$ cat src/hdl/ptm_pkg.sv
// package: option codes, defaults, register map of the terminal mapper
package ptm_pkg;
   localparam int          NUM_TERM     = 5;
   localparam int          CODE_W       = 6;
   localparam int          SPEED_W      = 4;
   localparam int          TRIP_CODE_W  = 8;
   // option codes
   localparam logic [5:0]  OPT_NONE     = 6'h00;
   localparam logic [5:0]  OPT_REV      = 6'h01;
   localparam logic [5:0]  OPT_SPD0     = 6'h02;
   localparam logic [5:0]  OPT_SPD1     = 6'h03;
   localparam logic [5:0]  OPT_SPD2     = 6'h04;
   localparam logic [5:0]  OPT_SPD3     = 6'h05;
   localparam logic [5:0]  OPT_JOG      = 6'h06;
   localparam logic [5:0]  OPT_DCB      = 6'h07;
   localparam logic [5:0]  OPT_MOT2     = 6'h08;
   localparam logic [5:0]  OPT_RAMP2    = 6'h09;
   localparam logic [5:0]  OPT_COAST    = 6'h0b;
   localparam logic [5:0]  OPT_EXTTRIP  = 6'h0c;
   localparam logic [5:0]  OPT_LOCKOUT  = 6'h0d;
   localparam logic [5:0]  OPT_ANCUR    = 6'h10;
   localparam logic [5:0]  OPT_CLEAR    = 6'h12;
   // polarity codes
   localparam logic        POL_NO       = 1'b0;
   localparam logic        POL_NC       = 1'b1;
   // trip code shown for an outside fault (E12)
   localparam logic [7:0]  TRIP_EXT     = 8'h0c;
   localparam logic [7:0]  TRIP_NONE    = 8'h00;
   // factory defaults
   localparam logic [5:0]  DEF_SEL1     = OPT_CLEAR;
   localparam logic [5:0]  DEF_SEL2     = OPT_ANCUR;
   localparam logic [5:0]  DEF_SEL3     = OPT_SPD1;
   localparam logic [5:0]  DEF_SEL3_ALT = OPT_LOCKOUT;
   localparam logic [5:0]  DEF_SEL4     = OPT_SPD0;
   localparam logic [5:0]  DEF_SEL5     = OPT_REV;
   // register byte offsets
   localparam logic [11:0] ADDR_SEL1    = 12'h000;
   localparam logic [11:0] ADDR_SEL2    = 12'h004;
   localparam logic [11:0] ADDR_SEL3    = 12'h008;
   localparam logic [11:0] ADDR_SEL4    = 12'h00c;
   localparam logic [11:0] ADDR_SEL5    = 12'h010;
   localparam logic [11:0] ADDR_POL     = 12'h014;
   localparam logic [11:0] ADDR_STATUS  = 12'h018;
   localparam logic [11:0] ADDR_TRIP    = 12'h01c;
   // status word bit positions; polarity register width and forward bit
   localparam int          ST_REV       = 0;
   localparam int          ST_SPD       = 1;
   localparam int          ST_JOG       = 5;
   localparam int          ST_DCB       = 6;
   localparam int          ST_MOT2      = 7;
   localparam int          ST_RAMP2     = 8;
   localparam int          ST_COAST     = 9;
   localparam int          ST_CLEAR     = 10;
   localparam int          ST_LOCKOUT   = 11;
   localparam int          ST_ANCUR     = 12;
   localparam int          ST_FWD       = 13;
   localparam int          ST_TRIP      = 14;
   localparam int          POL_W        = 6;
   localparam int          POL_FWD      = 5;
endpackage

$ cat src/hdl/ptm_condition.sv
// one terminal: polarity correction and previous-level capture
`timescale 1ns/100ps
module ptm_condition
   import ptm_pkg::*;
(
   // clock and reset
   input  wire logic sys_clk,
   input  wire logic rst_n,
   // terminal
   input  wire logic rawIn,
   input  wire logic polarity,
   // conditioned level
   output logic      level,
   output logic      levelPrev
);
   always_ff @(posedge sys_clk or negedge rst_n) begin
      if (!rst_n) begin
         level     <= 1'b0;
         levelPrev <= 1'b0;
      end else begin
         level     <= rawIn ^ (polarity == POL_NC);
         levelPrev <= level;
      end
   end
endmodule

$ cat src/hdl/ptm_decode.sv
// one terminal: one-hot request decode of the assigned option code
`timescale 1ns/100ps
module ptm_decode
   import ptm_pkg::*;
(
   // terminal state
   input  wire logic [CODE_W-1:0] code,
   input  wire logic              level,
   input  wire logic              levelPrev,
   // per-function requests
   output logic                   rev,
   output logic [SPEED_W-1:0]     spd,
   output logic                   jog,
   output logic                   dcb,
   output logic                   mot2,
   output logic                   ramp2,
   output logic                   coast,
   output logic                   tripRise,
   output logic                   clr,
   output logic                   lockout,
   output logic                   anCur
);
   always_comb begin
      rev      = 1'b0;
      spd      = '0;
      jog      = 1'b0;
      dcb      = 1'b0;
      mot2     = 1'b0;
      ramp2    = 1'b0;
      coast    = 1'b0;
      tripRise = 1'b0;
      clr      = 1'b0;
      lockout  = 1'b0;
      anCur    = 1'b0;
      // undefined codes fall through and drive nothing
      case (code)
         OPT_REV:     rev      = level;
         OPT_SPD0:    spd[0]   = level;
         OPT_SPD1:    spd[1]   = level;
         OPT_SPD2:    spd[2]   = level;
         OPT_SPD3:    spd[3]   = level;
         OPT_JOG:     jog      = level;
         OPT_DCB:     dcb      = level;
         OPT_MOT2:    mot2     = level;
         OPT_RAMP2:   ramp2    = level;
         OPT_COAST:   coast    = level;
         OPT_EXTTRIP: tripRise = level & ~levelPrev;
         OPT_CLEAR:   clr      = level;
         OPT_LOCKOUT: lockout  = level;
         OPT_ANCUR:   anCur    = level;
         default: ;
      endcase
   end
endmodule

$ cat src/hdl/ptm_mapper.sv
// top: programmable input terminal mapper with APB register slave
`timescale 1ns/100ps
module ptm_mapper
   import ptm_pkg::*;
#(
   parameter bit ALT_VARIANT = 1'b0
)(
   // clock and reset
   input  wire logic                   sys_clk,
   input  wire logic                   rst_n,
   // apb slave
   input  wire logic                   psel,
   input  wire logic                   penable,
   input  wire logic                   pwrite,
   input  wire logic [11:0]            paddr,
   input  wire logic [31:0]            pwdata,
   output logic      [31:0]            prdata,
   output logic                        pready,
   output logic                        pslverr,
   // terminals
   input  wire logic [NUM_TERM-1:0]    terminalIn,
   input  wire logic                   forward_run_terminal,
   // control requests
   output logic                        forwardRunCommand,
   output logic                        backward_run_command,
   output logic [SPEED_W-1:0]          speedIndex,
   output logic                        jog_run_request,
   output logic                        dc_brake_request,
   output logic                        motorSetTwo,
   output logic                        alt_ramp_select,
   output logic                        coast_stop_request,
   output logic                        outside_fault_trip,
   output logic [TRIP_CODE_W-1:0]      tripCode,
   output logic                        trip_clear_input,
   output logic                        outputOff,
   output logic                        powerupResetReq,
   output logic                        powerup_restart_lockout,
   output logic                        analog_current_select
);
   logic [CODE_W-1:0]   selReg [NUM_TERM];
   logic [POL_W-1:0]    polReg;
   logic [NUM_TERM-1:0] level;
   logic [NUM_TERM-1:0] levelPrev;
   logic                fwdLevel;
   logic                condLive;
   logic [NUM_TERM-1:0] tRev, tJog, tDcb, tMot2, tRamp2, tCoast;
   logic [NUM_TERM-1:0] tTrip, tClr, tLock, tAnCur;
   logic [SPEED_W-1:0]  tSpd [NUM_TERM];
   logic [SPEED_W-1:0]  spdAll;
   logic                tripEvent;
   logic                clrAny;
   logic                lockoutSeen;
   logic                apbWrite;
   logic [31:0]         statusWord;
   logic [POL_W-1:0]    polNext;

   assign apbWrite = psel & penable & pwrite;

   // polarity write with the reset-option guard applied per terminal
   always_comb begin
      polNext = polReg;
      if (apbWrite && paddr == ADDR_POL)
         polNext = pwdata[POL_W-1:0];
      for (int i = 0; i < NUM_TERM; i++) begin
         if (selReg[i] == OPT_CLEAR)
            polNext[i] = POL_NO;
      end
   end

   // function select registers, reset to factory defaults
   always_ff @(posedge sys_clk or negedge rst_n) begin
      if (!rst_n) begin
         selReg[0] <= DEF_SEL1;
         selReg[1] <= DEF_SEL2;
         selReg[2] <= ALT_VARIANT ? DEF_SEL3_ALT : DEF_SEL3;
         selReg[3] <= DEF_SEL4;
         selReg[4] <= DEF_SEL5;
      end else if (apbWrite) begin
         unique case (paddr)
            ADDR_SEL1: selReg[0] <= pwdata[CODE_W-1:0];
            ADDR_SEL2: selReg[1] <= pwdata[CODE_W-1:0];
            ADDR_SEL3: selReg[2] <= pwdata[CODE_W-1:0];
            ADDR_SEL4: selReg[3] <= pwdata[CODE_W-1:0];
            ADDR_SEL5: selReg[4] <= pwdata[CODE_W-1:0];
            default: ;
         endcase
      end
   end

   always_ff @(posedge sys_clk or negedge rst_n) begin
      if (!rst_n) begin
         polReg <= {POL_W{POL_NO}};
         if (ALT_VARIANT)
            polReg[2] <= POL_NC;
      end else begin
         polReg <= polNext;
      end
   end

   // per-terminal conditioning and decode
   for (genvar g = 0; g < NUM_TERM; g++) begin : gTerm
      ptm_condition uCond (
         .sys_clk   (sys_clk),
         .rst_n     (rst_n),
         .rawIn     (terminalIn[g]),
         .polarity  (polReg[g]),
         .level     (level[g]),
         .levelPrev (levelPrev[g])
      );
      ptm_decode uDec (
         .code      (selReg[g]),
         .level     (level[g]),
         .levelPrev (levelPrev[g]),
         .rev       (tRev[g]),
         .spd       (tSpd[g]),
         .jog       (tJog[g]),
         .dcb       (tDcb[g]),
         .mot2      (tMot2[g]),
         .ramp2     (tRamp2[g]),
         .coast     (tCoast[g]),
         .tripRise  (tTrip[g]),
         .clr       (tClr[g]),
         .lockout   (tLock[g]),
         .anCur     (tAnCur[g])
      );
   end

   ptm_condition uFwd (
      .sys_clk   (sys_clk),
      .rst_n     (rst_n),
      .rawIn     (forward_run_terminal),
      .polarity  (polReg[POL_FWD]),
      .level     (fwdLevel),
      .levelPrev ()
   );

   always_comb begin
      spdAll = '0;
      for (int i = 0; i < NUM_TERM; i++)
         spdAll = spdAll | tSpd[i];
   end

   assign tripEvent = |tTrip;
   assign clrAny    = |tClr;

   // request outputs, registered
   always_ff @(posedge sys_clk or negedge rst_n) begin
      if (!rst_n) begin
         forwardRunCommand     <= 1'b0;
         backward_run_command  <= 1'b0;
         speedIndex            <= '0;
         jog_run_request       <= 1'b0;
         dc_brake_request      <= 1'b0;
         motorSetTwo           <= 1'b0;
         alt_ramp_select       <= 1'b0;
         coast_stop_request    <= 1'b0;
         trip_clear_input      <= 1'b0;
         analog_current_select <= 1'b0;
      end else begin
         forwardRunCommand     <= fwdLevel;
         backward_run_command  <= |tRev;
         speedIndex            <= spdAll;
         jog_run_request       <= |tJog;
         dc_brake_request      <= |tDcb;
         motorSetTwo           <= |tMot2;
         alt_ramp_select       <= |tRamp2;
         coast_stop_request    <= |tCoast;
         trip_clear_input      <= clrAny;
         analog_current_select <= |tAnCur;
      end
   end

   // clear input forces output off and power-up reset while it is held
   always_ff @(posedge sys_clk or negedge rst_n) begin
      if (!rst_n) begin
         outputOff       <= 1'b0;
         powerupResetReq <= 1'b0;
      end else begin
         outputOff       <= clrAny | (|tCoast);
         powerupResetReq <= clrAny;
      end
   end

   // outside trip latch; a new edge wins over a clear in the same cycle
   always_ff @(posedge sys_clk or negedge rst_n) begin
      if (!rst_n) begin
         outside_fault_trip <= 1'b0;
         tripCode           <= TRIP_NONE;
      end else if (tripEvent) begin
         outside_fault_trip <= 1'b1;
         tripCode           <= TRIP_EXT;
      end else if (clrAny) begin
         outside_fault_trip <= 1'b0;
         tripCode           <= TRIP_NONE;
      end
   end

   // lockout level is captured once after reset, because only the
   // power-up state decides whether a run resumes; the reset values of
   // level and levelPrev agree, so a match counts only once the
   // terminals have been conditioned at least once
   always_ff @(posedge sys_clk or negedge rst_n) begin
      if (!rst_n) begin
         condLive                <= 1'b0;
         lockoutSeen             <= 1'b0;
         powerup_restart_lockout <= 1'b0;
      end else begin
         condLive <= 1'b1;
         if (condLive && !lockoutSeen && level == levelPrev) begin
            lockoutSeen             <= 1'b1;
            powerup_restart_lockout <= |tLock;
         end
      end
   end

   always_comb begin
      statusWord                  = '0;
      statusWord[ST_REV]          = backward_run_command;
      statusWord[ST_SPD +: SPEED_W] = speedIndex;
      statusWord[ST_JOG]          = jog_run_request;
      statusWord[ST_DCB]          = dc_brake_request;
      statusWord[ST_MOT2]         = motorSetTwo;
      statusWord[ST_RAMP2]        = alt_ramp_select;
      statusWord[ST_COAST]        = coast_stop_request;
      statusWord[ST_CLEAR]        = trip_clear_input;
      statusWord[ST_LOCKOUT]      = powerup_restart_lockout;
      statusWord[ST_ANCUR]        = analog_current_select;
      statusWord[ST_FWD]          = forwardRunCommand;
      statusWord[ST_TRIP]         = outside_fault_trip;
   end

   // apb: zero wait states, unmapped addresses answer slverr
   always_ff @(posedge sys_clk or negedge rst_n) begin
      if (!rst_n) begin
         prdata  <= '0;
         pready  <= 1'b0;
         pslverr <= 1'b0;
      end else begin
         pready  <= psel & ~penable;
         pslverr <= 1'b0;
         prdata  <= '0;
         if (psel && !penable) begin
            unique case (paddr)
               ADDR_SEL1:   prdata <= {26'h0, selReg[0]};
               ADDR_SEL2:   prdata <= {26'h0, selReg[1]};
               ADDR_SEL3:   prdata <= {26'h0, selReg[2]};
               ADDR_SEL4:   prdata <= {26'h0, selReg[3]};
               ADDR_SEL5:   prdata <= {26'h0, selReg[4]};
               ADDR_POL:    prdata <= {26'h0, polReg};
               ADDR_STATUS: prdata <= statusWord;
               ADDR_TRIP:   prdata <= {24'h0, tripCode};
               default:     pslverr <= 1'b1;
            endcase
         end
      end
   end
endmodule

$ cat config.mk
export PLATFORM = sky130hd
export DESIGN_NAME = ptm_mapper
export DESIGN_NICKNAME = d
export VERILOG_FILES = /design/src/hdl/ptm_pkg.sv /design/src/hdl/ptm_condition.sv /design/src/hdl/ptm_decode.sv /design/src/hdl/ptm_mapper.sv
export SDC_FILE = /design/constraint.sdc
export NUM_CORES = 1
export LEC_CHECK = 0
export BUFFER_PORTS_ARGS = -buffer_cell sky130_fd_sc_hd__buf_4
export CAP_MARGIN = 5
export CORE_ASPECT_RATIO = 0.75
export CORE_MARGIN = 10
export CORE_UTILIZATION = 31
export CTS_BUF_LIST = sky130_fd_sc_hd__clkbuf_16
export DETAILED_ROUTE_END_ITERATION = 10
export PLACE_DENSITY_LB_ADDON = 0.3
export REMOVE_ABC_BUFFERS = 1
export SYNTH_ARGS = -nofsm -noshare
export SYNTH_HDL_FRONTEND = slang
export SYNTH_SLANG_ARGS = --single-unit
$ cat constraint.sdc
create_clock -name sys_clk -period 4.4 [get_ports sys_clk]
set_clock_uncertainty 0.2 [all_clocks]
set_input_delay 0 -clock sys_clk [delete_from_list [all_inputs] [get_ports sys_clk]]
set_output_delay 0 -clock sys_clk [all_outputs]
set_load 0.05 [all_outputs]
==> qor.csv, run 1 <==
metric;value;unit
delay-heaviest family, CP;compound AO/OA/AOI/OAI gates;
hold path cells;6;
IO Pins;114;
Final ANT Viol Nets;0;
antenna violations before repair;0;
Pwr Total;1.73;mW
syn avg cell area;10.7;um^2
CTS tree;built;
fin. max-slew vios;0;
leading area contributor after synthesis;dfrtp_1;
Critical-path top delay cell;or4b_2;
crit path DAT;2470;ps
setup repair after global routing missed its margin;no;
htree depth;3;
Synth cell types;56;
most frequent cells in the layout;75 x dfrtp_1, 65 x buf_4, 28 x mux2_2;
diode count;0;
WL final;14200;um
synthesized instance count;408;
clock share of power;44.4;%
Synth-to-Final Area Change;23.2;%
crit-path max FO;12;
global-route wire length before repair;21300;um
total track usage;14.4;%
final setup fails;0;
ranking of synthesized cells by area;dfrtp_1 43%, mux2_2 7.2%, buf_4 4.5%, dfstp_2 4.2%, nand3_1 2.2%;
initial drt markers;307;
starting density of the core;31.8;%
chip height;123;um
drt wl/cell;21.4;um
Worst-path clk slew;70;ps
vias in the first global route;3476;
yosys synthesis warning count;0;
Setup TNS;0;ps
largest net degree at the start of global routing;83;
DRC;0;
grt total ovfl;0;
HPWL after DPL;10900;um
R2R depth;4;
worst endpoint required time;4420;ps
number of synthesized flops with an enable pin;0;
Worst Setup SP;selReg[25]$_DFFE_PN1P_;
startpoint of the worst register-to-register path;selReg[25]$_DFFE_PN1P_;
design internal power;1.27;mW
Worst R2R End;tripCode[2]$_DFFE_PN0P_;
synthesis-stage register bit count;82;
net load switching power;0.462;mW
WHS Endpoint;polReg[1]$_DFFE_PN0P_;
asr flop ratio synth;100;%
width of the die;157;um
Max VDD drop;179;uV
Multi-input gate area;2060;um^2
CTS root buffer;clkbuf_16;
worst slew pin tran;1040;ps
Worst Hold Launch;pwrite;
Clock Tree Buf Depth;2;
Die ar.;19300;um^2
final net count;541;
PD cells;321;nW/um^2
post-synth top area share;42.8;%
final hold violations;0;
CP Launch Type;register;
minimum clock period;2450;ps
port bufs;64;
clk_lat worst skew;340;ps
status;finished, final reports clean;
via count;3549;
CP Cell Sequence;or4b_2 > o22ai_1 > a211oi_1 > a2111o_1;
CTS sink cnt;82;
critical path capture point type;register;
worst hold path class;input port to register;
Max Cap Violations;0;
# rows;37;
Slew HR;30.7;%
Final Cycle Share;55.6;%
buffers plus inverters on the worst setup path;0;
Top FF cell, synth;dfrtp_1;
GPL Wtd Cong;0.911;
Sequential Power Share;45.1;%
First-pass DRT Iterations;4;
Comb pwr share;10.5;%
Seq. cell area;2060;um^2
worst reg2reg setup slack;1950;ps
vias per cell;5.37;
Sw Share;26.7;%
CTS resizes;0;
critical path type;register to register;
FILL cells;1382;
max incr delay on CP;680;ps
leakage;2.51;nW
core area;13800;um^2
achievable frequency;0.409;GHz
cell area after synthesis;4380;um^2
layout cells sized above 1;26.7;%
Seq/Total Area, Yosys;47.0;%
most common cell after layout, fill and taps aside;dfrtp_1;
Num CTS Buffers;9;
## per-layer routing
| layer | vias to the layer above | global-route usage (%) | part of all wire, % |
|---|---|---|---|
| met5 | - | 0 | 0 |
| met4 | 0 | 2.56 | 0.60 |
| met3 | 7 | 4.16 | 8.9 |
| met2 | 169 | 19.7 | 41 |
| met1 | 1776 | 21.9 | 49 |
| li1 | 1597 | - | - |
## cells in the mapped netlist (9+ instances only)
master and number:
a21oi_1 9, and2_1 10, buf_4 26, clkbuf_1 14, dfrtp_1 75, inv_1 17
mux2_2 28, nand2_1 17, nand3_1 19, nand4_1 15, nor2_1 22, nor2b_1 10
## worst max path at each step
stage                                                     end  slack [ps]  cells past startpoint
after floorplan                        selReg[18]$_DFFE_PN0P_        2050                      4
after global placement                 selReg[18]$_DFFE_PN0P_        1760                      5
after detailed placement               selReg[18]$_DFFE_PN0P_        1750                      5
after CTS                             tripCode[2]$_DFFE_PN0P_        1980                      4
after global routing      powerup_restart_lockout$_DFFE_PN0P_        1850                      4
final                                 tripCode[2]$_DFFE_PN0P_        1950                      4
## repair_timing
item                                   4_1_cts  5_1_grt
hold buffers                                20        0
setup buffers                                0        0
endpoints found under the hold margin      125        0
## through the flow
stage | hold WS (ps) | utilization (%) | area, um^2 | setup slack, ps | instances
after floorplan | -496 | - | 4190 | 2050 | 385
after global placement | -19.6 | 35.5 | 4890 | 1760 | 625
after detailed placement | -14.2 | 35.5 | 4890 | 1750 | 625
after CTS | 29.2 | 39.1 | 5400 | 1980 | 661
after global routing | 56.8 | 39.1 | 5400 | 1850 | 661
final | 33.8 | 39.1 | 5400 | 1950 | 661
## sequential cells by signal, summed over array words and instances (netlist names)
name                     cells
alt_ramp_select              1
analog_current_select        1
backward_run_command         1
coast_stop_request           1
condLive                     1
dc_brake_request             1
forwardRunCommand            1
gTerm.uCond.level            5
gTerm.uCond.levelPrev        5
jog_run_request              1
lockoutSeen                  1
motorSetTwo                  1
outputOff                    1
polReg                       6
powerupResetReq              1
powerup_restart_lockout      1
prdata                      15
pready                       1
pslverr                      1
selReg                      30
speedIndex                   4
tripCode                     1
uFwd.level                   1
## layout make-up
class | count | area share [%]
clock buffer | 9 | 4.17
clock inverter | 7 | 1.44
inverter | 17 | 1.18
multi-input combinational | 286 | 38.2
sequential | 82 | 38.2
tap | 175 | 4.06
timing repair buffer | 85 | 12.7
## worst min-delay path, stage by stage
cell     delay [ps]
buf_4           110
nand3_1          80
nor4_1           40
buf_4           160
nand4_1          90
a32oi_1          60
## logic make-up (layout without fill, tap and decap cells)
| group | Yosys count | in the layout | synth area share, % |
|---|---|---|---|
| AO/OA/AOI/OAI | 54 | 54 | 8.91 |
| other | 2 | 24 | 0.171 |
| buffers and inverters | 62 | 118 | 7.79 |
| flip-flops | 82 | 82 | 47.0 |
| AND/OR/NAND/NOR | 153 | 153 | 20.8 |
| adder cells (fa/ha/maj) | 5 | 5 | 1.43 |
| multiplexers | 44 | 44 | 12.7 |
| XOR/XNOR | 6 | 6 | 1.20 |
## power groups by stage
stage / combinational [mW] / clock (mW) / sequential, mW
6_report: 0.181 / 0.769 / 0.782
5_1_grt: 0.194 / 0.822 / 0.785
4_1_cts: 0.182 / 0.790 / 0.782
3_5_place_dp: 0.168 / 0 / 0.796
3_3_place_gp: 0.166 / 0 / 0.796
2_1_floorplan: 0.0745 / 0 / 0.814
Power figures use the tool's default switching activity.
==> run 2, diff against run 1 <==
Clock period 4.4 ns to 2.3 ns, I/O delays scaled along.
==> qor.csv, run 2 (synthesis gave the netlist of run 1 again) <==
metric;value;unit;change
status;finished, final reports clean;;unchanged
total track usage;16.1;%;was 14.4%
worst endpoint required time;2320;ps;was 4420 ps
initial drt markers;324;;was 307
fin. max-slew vios;0;;unchanged
most common cell after layout, fill and taps aside;buf_4;;was dfrtp_1
worst slew pin tran;689;ps;was 1040 ps
final hold violations;0;;unchanged
Multi-input gate area;2070;um^2;was 2060 um^2
via count;3749;;was 3549
largest net degree at the start of global routing;43;;was 83
CTS sink cnt;82;;unchanged
# rows;37;;unchanged
Final Cycle Share;97.2;%;was 55.6%
port bufs;64;;unchanged
Final Cell Area;5750;um^2;was 5400 um^2
GPL Wtd Cong;0.969;;was 0.911
Largest register FFs;30;;unchanged
Worst-path clk slew;60;ps;was 70 ps
HPWL after DPL;12100;um;was 10900 um
vias in the first global route;3713;;was 3476
critical path type;register to register;;unchanged
most frequent cells in the layout;109 x buf_4, 75 x dfrtp_1, 28 x mux2_2;;was 75 x dfrtp_1, 65 x buf_4, 28 x mux2_2
largest registers;selReg (30), prdata (15), polReg (6);;unchanged
drt wl/cell;21.8;um;was 21.4 um
global-route wire length before repair;23500;um;was 21300 um
Max Cap Violations;0;;unchanged
Clock Tree Buf Depth;2;;unchanged
layout cells sized above 1;32.5;%;was 26.7%
width of the die;157;um;unchanged
Max VDD drop;302;uV;was 179 uV
core area;13800;um^2;unchanged
starting density of the core;31.8;%;unchanged
vias per cell;5.30;;was 5.37
critical path capture point type;register;;unchanged
diode count;0;;unchanged
post-CTS setup buffer count;0;;unchanged
leakage;2.76;nW;was 2.51 nW
IO Pins;114;;unchanged
First-pass DRT Iterations;4;;unchanged
grt total ovfl;0;;unchanged
htree depth;3;;unchanged
final setup fails;0;;unchanged
Hold Slack;30.3;ps;was 33.8 ps
Num CTS Buffers;9;;unchanged
Reg with most FFs;selReg;;unchanged
CP Launch Type;register;;unchanged
WL final;15400;um;was 14200 um
Slew HR;53.8;%;was 30.7%
dpl cell area;5250;um^2;was 4890 um^2
PD cells;568;nW/um^2;was 321 nW/um^2
crit-path max FO;2;;was 12
setup repair after global routing missed its margin;no;;unchanged
achievable frequency;0.447;GHz;was 0.409 GHz
Die ar.;19300;um^2;unchanged
worst hold path class;input port to register;;unchanged
CTS tree;built;;unchanged
minimum clock period;2240;ps;was 2450 ps
chip height;123;um;unchanged
FILL cells;1320;;was 1382
Seq. cell area;2060;um^2;unchanged
final net count;587;;was 541
Synth-to-Final Area Change;31.2;%;was 23.2%
antenna violations before repair;0;;unchanged
clk_lat worst skew;340;ps;about the same
crit path DAT;2250;ps;was 2470 ps
CTS root buffer;clkbuf_16;;unchanged
DRC;0;;unchanged
Final ANT Viol Nets;0;;unchanged
-- run 2: cell types whose count changed in the layout (fill, tap and decap cells not counted), sizes merged --
cell and delta:
inv -1, clkinv +2, clkinvlp -1, buf +45, dlygate4sd3 +1
-- run 2: layout make-up --
class                   instances  area share, %
inverters                      17           1.11
flip-flops and latches         82           35.8
well taps                     175           3.81
repair buffers                131           18.2
multi-input cells             286           36.0
clock inverters                 7           1.07
clock buffers                   9           3.92
-- run 2: stage by stage --
step	util [%]	setup slack [ps]	TNS, ps	power, mW	std cells
6_report	41.7	63.7	0	3.27	707
3_3_place_gp	38.0	-102	-610	1.86	670
5_1_grt	41.7	5.53	0	3.41	707
2_1_floorplan	-	-52.5	-273	1.70	385
4_1_cts	41.7	37.9	0	3.32	708
3_5_place_dp	38.0	-127	-783	1.86	670
-- run 2: timing repair --
action / in CTS / in global routing
hold buffers: 22 / 0
hold endpoints to repair: 132 / 0
gates resized for setup: 0 / 2
setup endpoints to repair: 0 / 20
-- run 2: worst max-delay path, stage by stage (launching register included) --
cell      delay, ps
dfstp_2         530
or4b_2          650
o22ai_1         150
a211oi_1        140
a2111o_1        450
-- run 2: worst paths after layout --
kind | startpoint | end | slack, ps | cells past startpoint
setup / recovery | selReg[7]$_DFFE_PN1P_ | tripCode[2]$_DFFE_PN0P_ | 60 | 4
setup reg to reg | selReg[7]$_DFFE_PN1P_ | tripCode[2]$_DFFE_PN0P_ | 60 | 4
max in group asynchronous | rst_n | selReg[25]$_DFFE_PN1P_ | 890 | 4
min in group asynchronous | rst_n | prdata[6]$_DFF_PN0_ | 420 | 3
hold reg to reg | uFwd.level$_DFF_PN0_ | forwardRunCommand$_DFF_PN0_ | 150 | 0
hold / removal | paddr[6] | polReg[2]$_DFFE_PN0P_ | 30 | 6
-- run 2: power breakdown --
part           switching (mW)  internal, mW  total [mW]
clock                   0.576         0.828        1.40
sequential             0.0234          1.47        1.50
combinational           0.245         0.122       0.366
-- run 2: per-layer routing --
metal	global-route usage, %	wire [um]
met5	0	0
met4	3.26	114
met3	4.86	1480
met2	21.8	6320
met1	24.4	7510
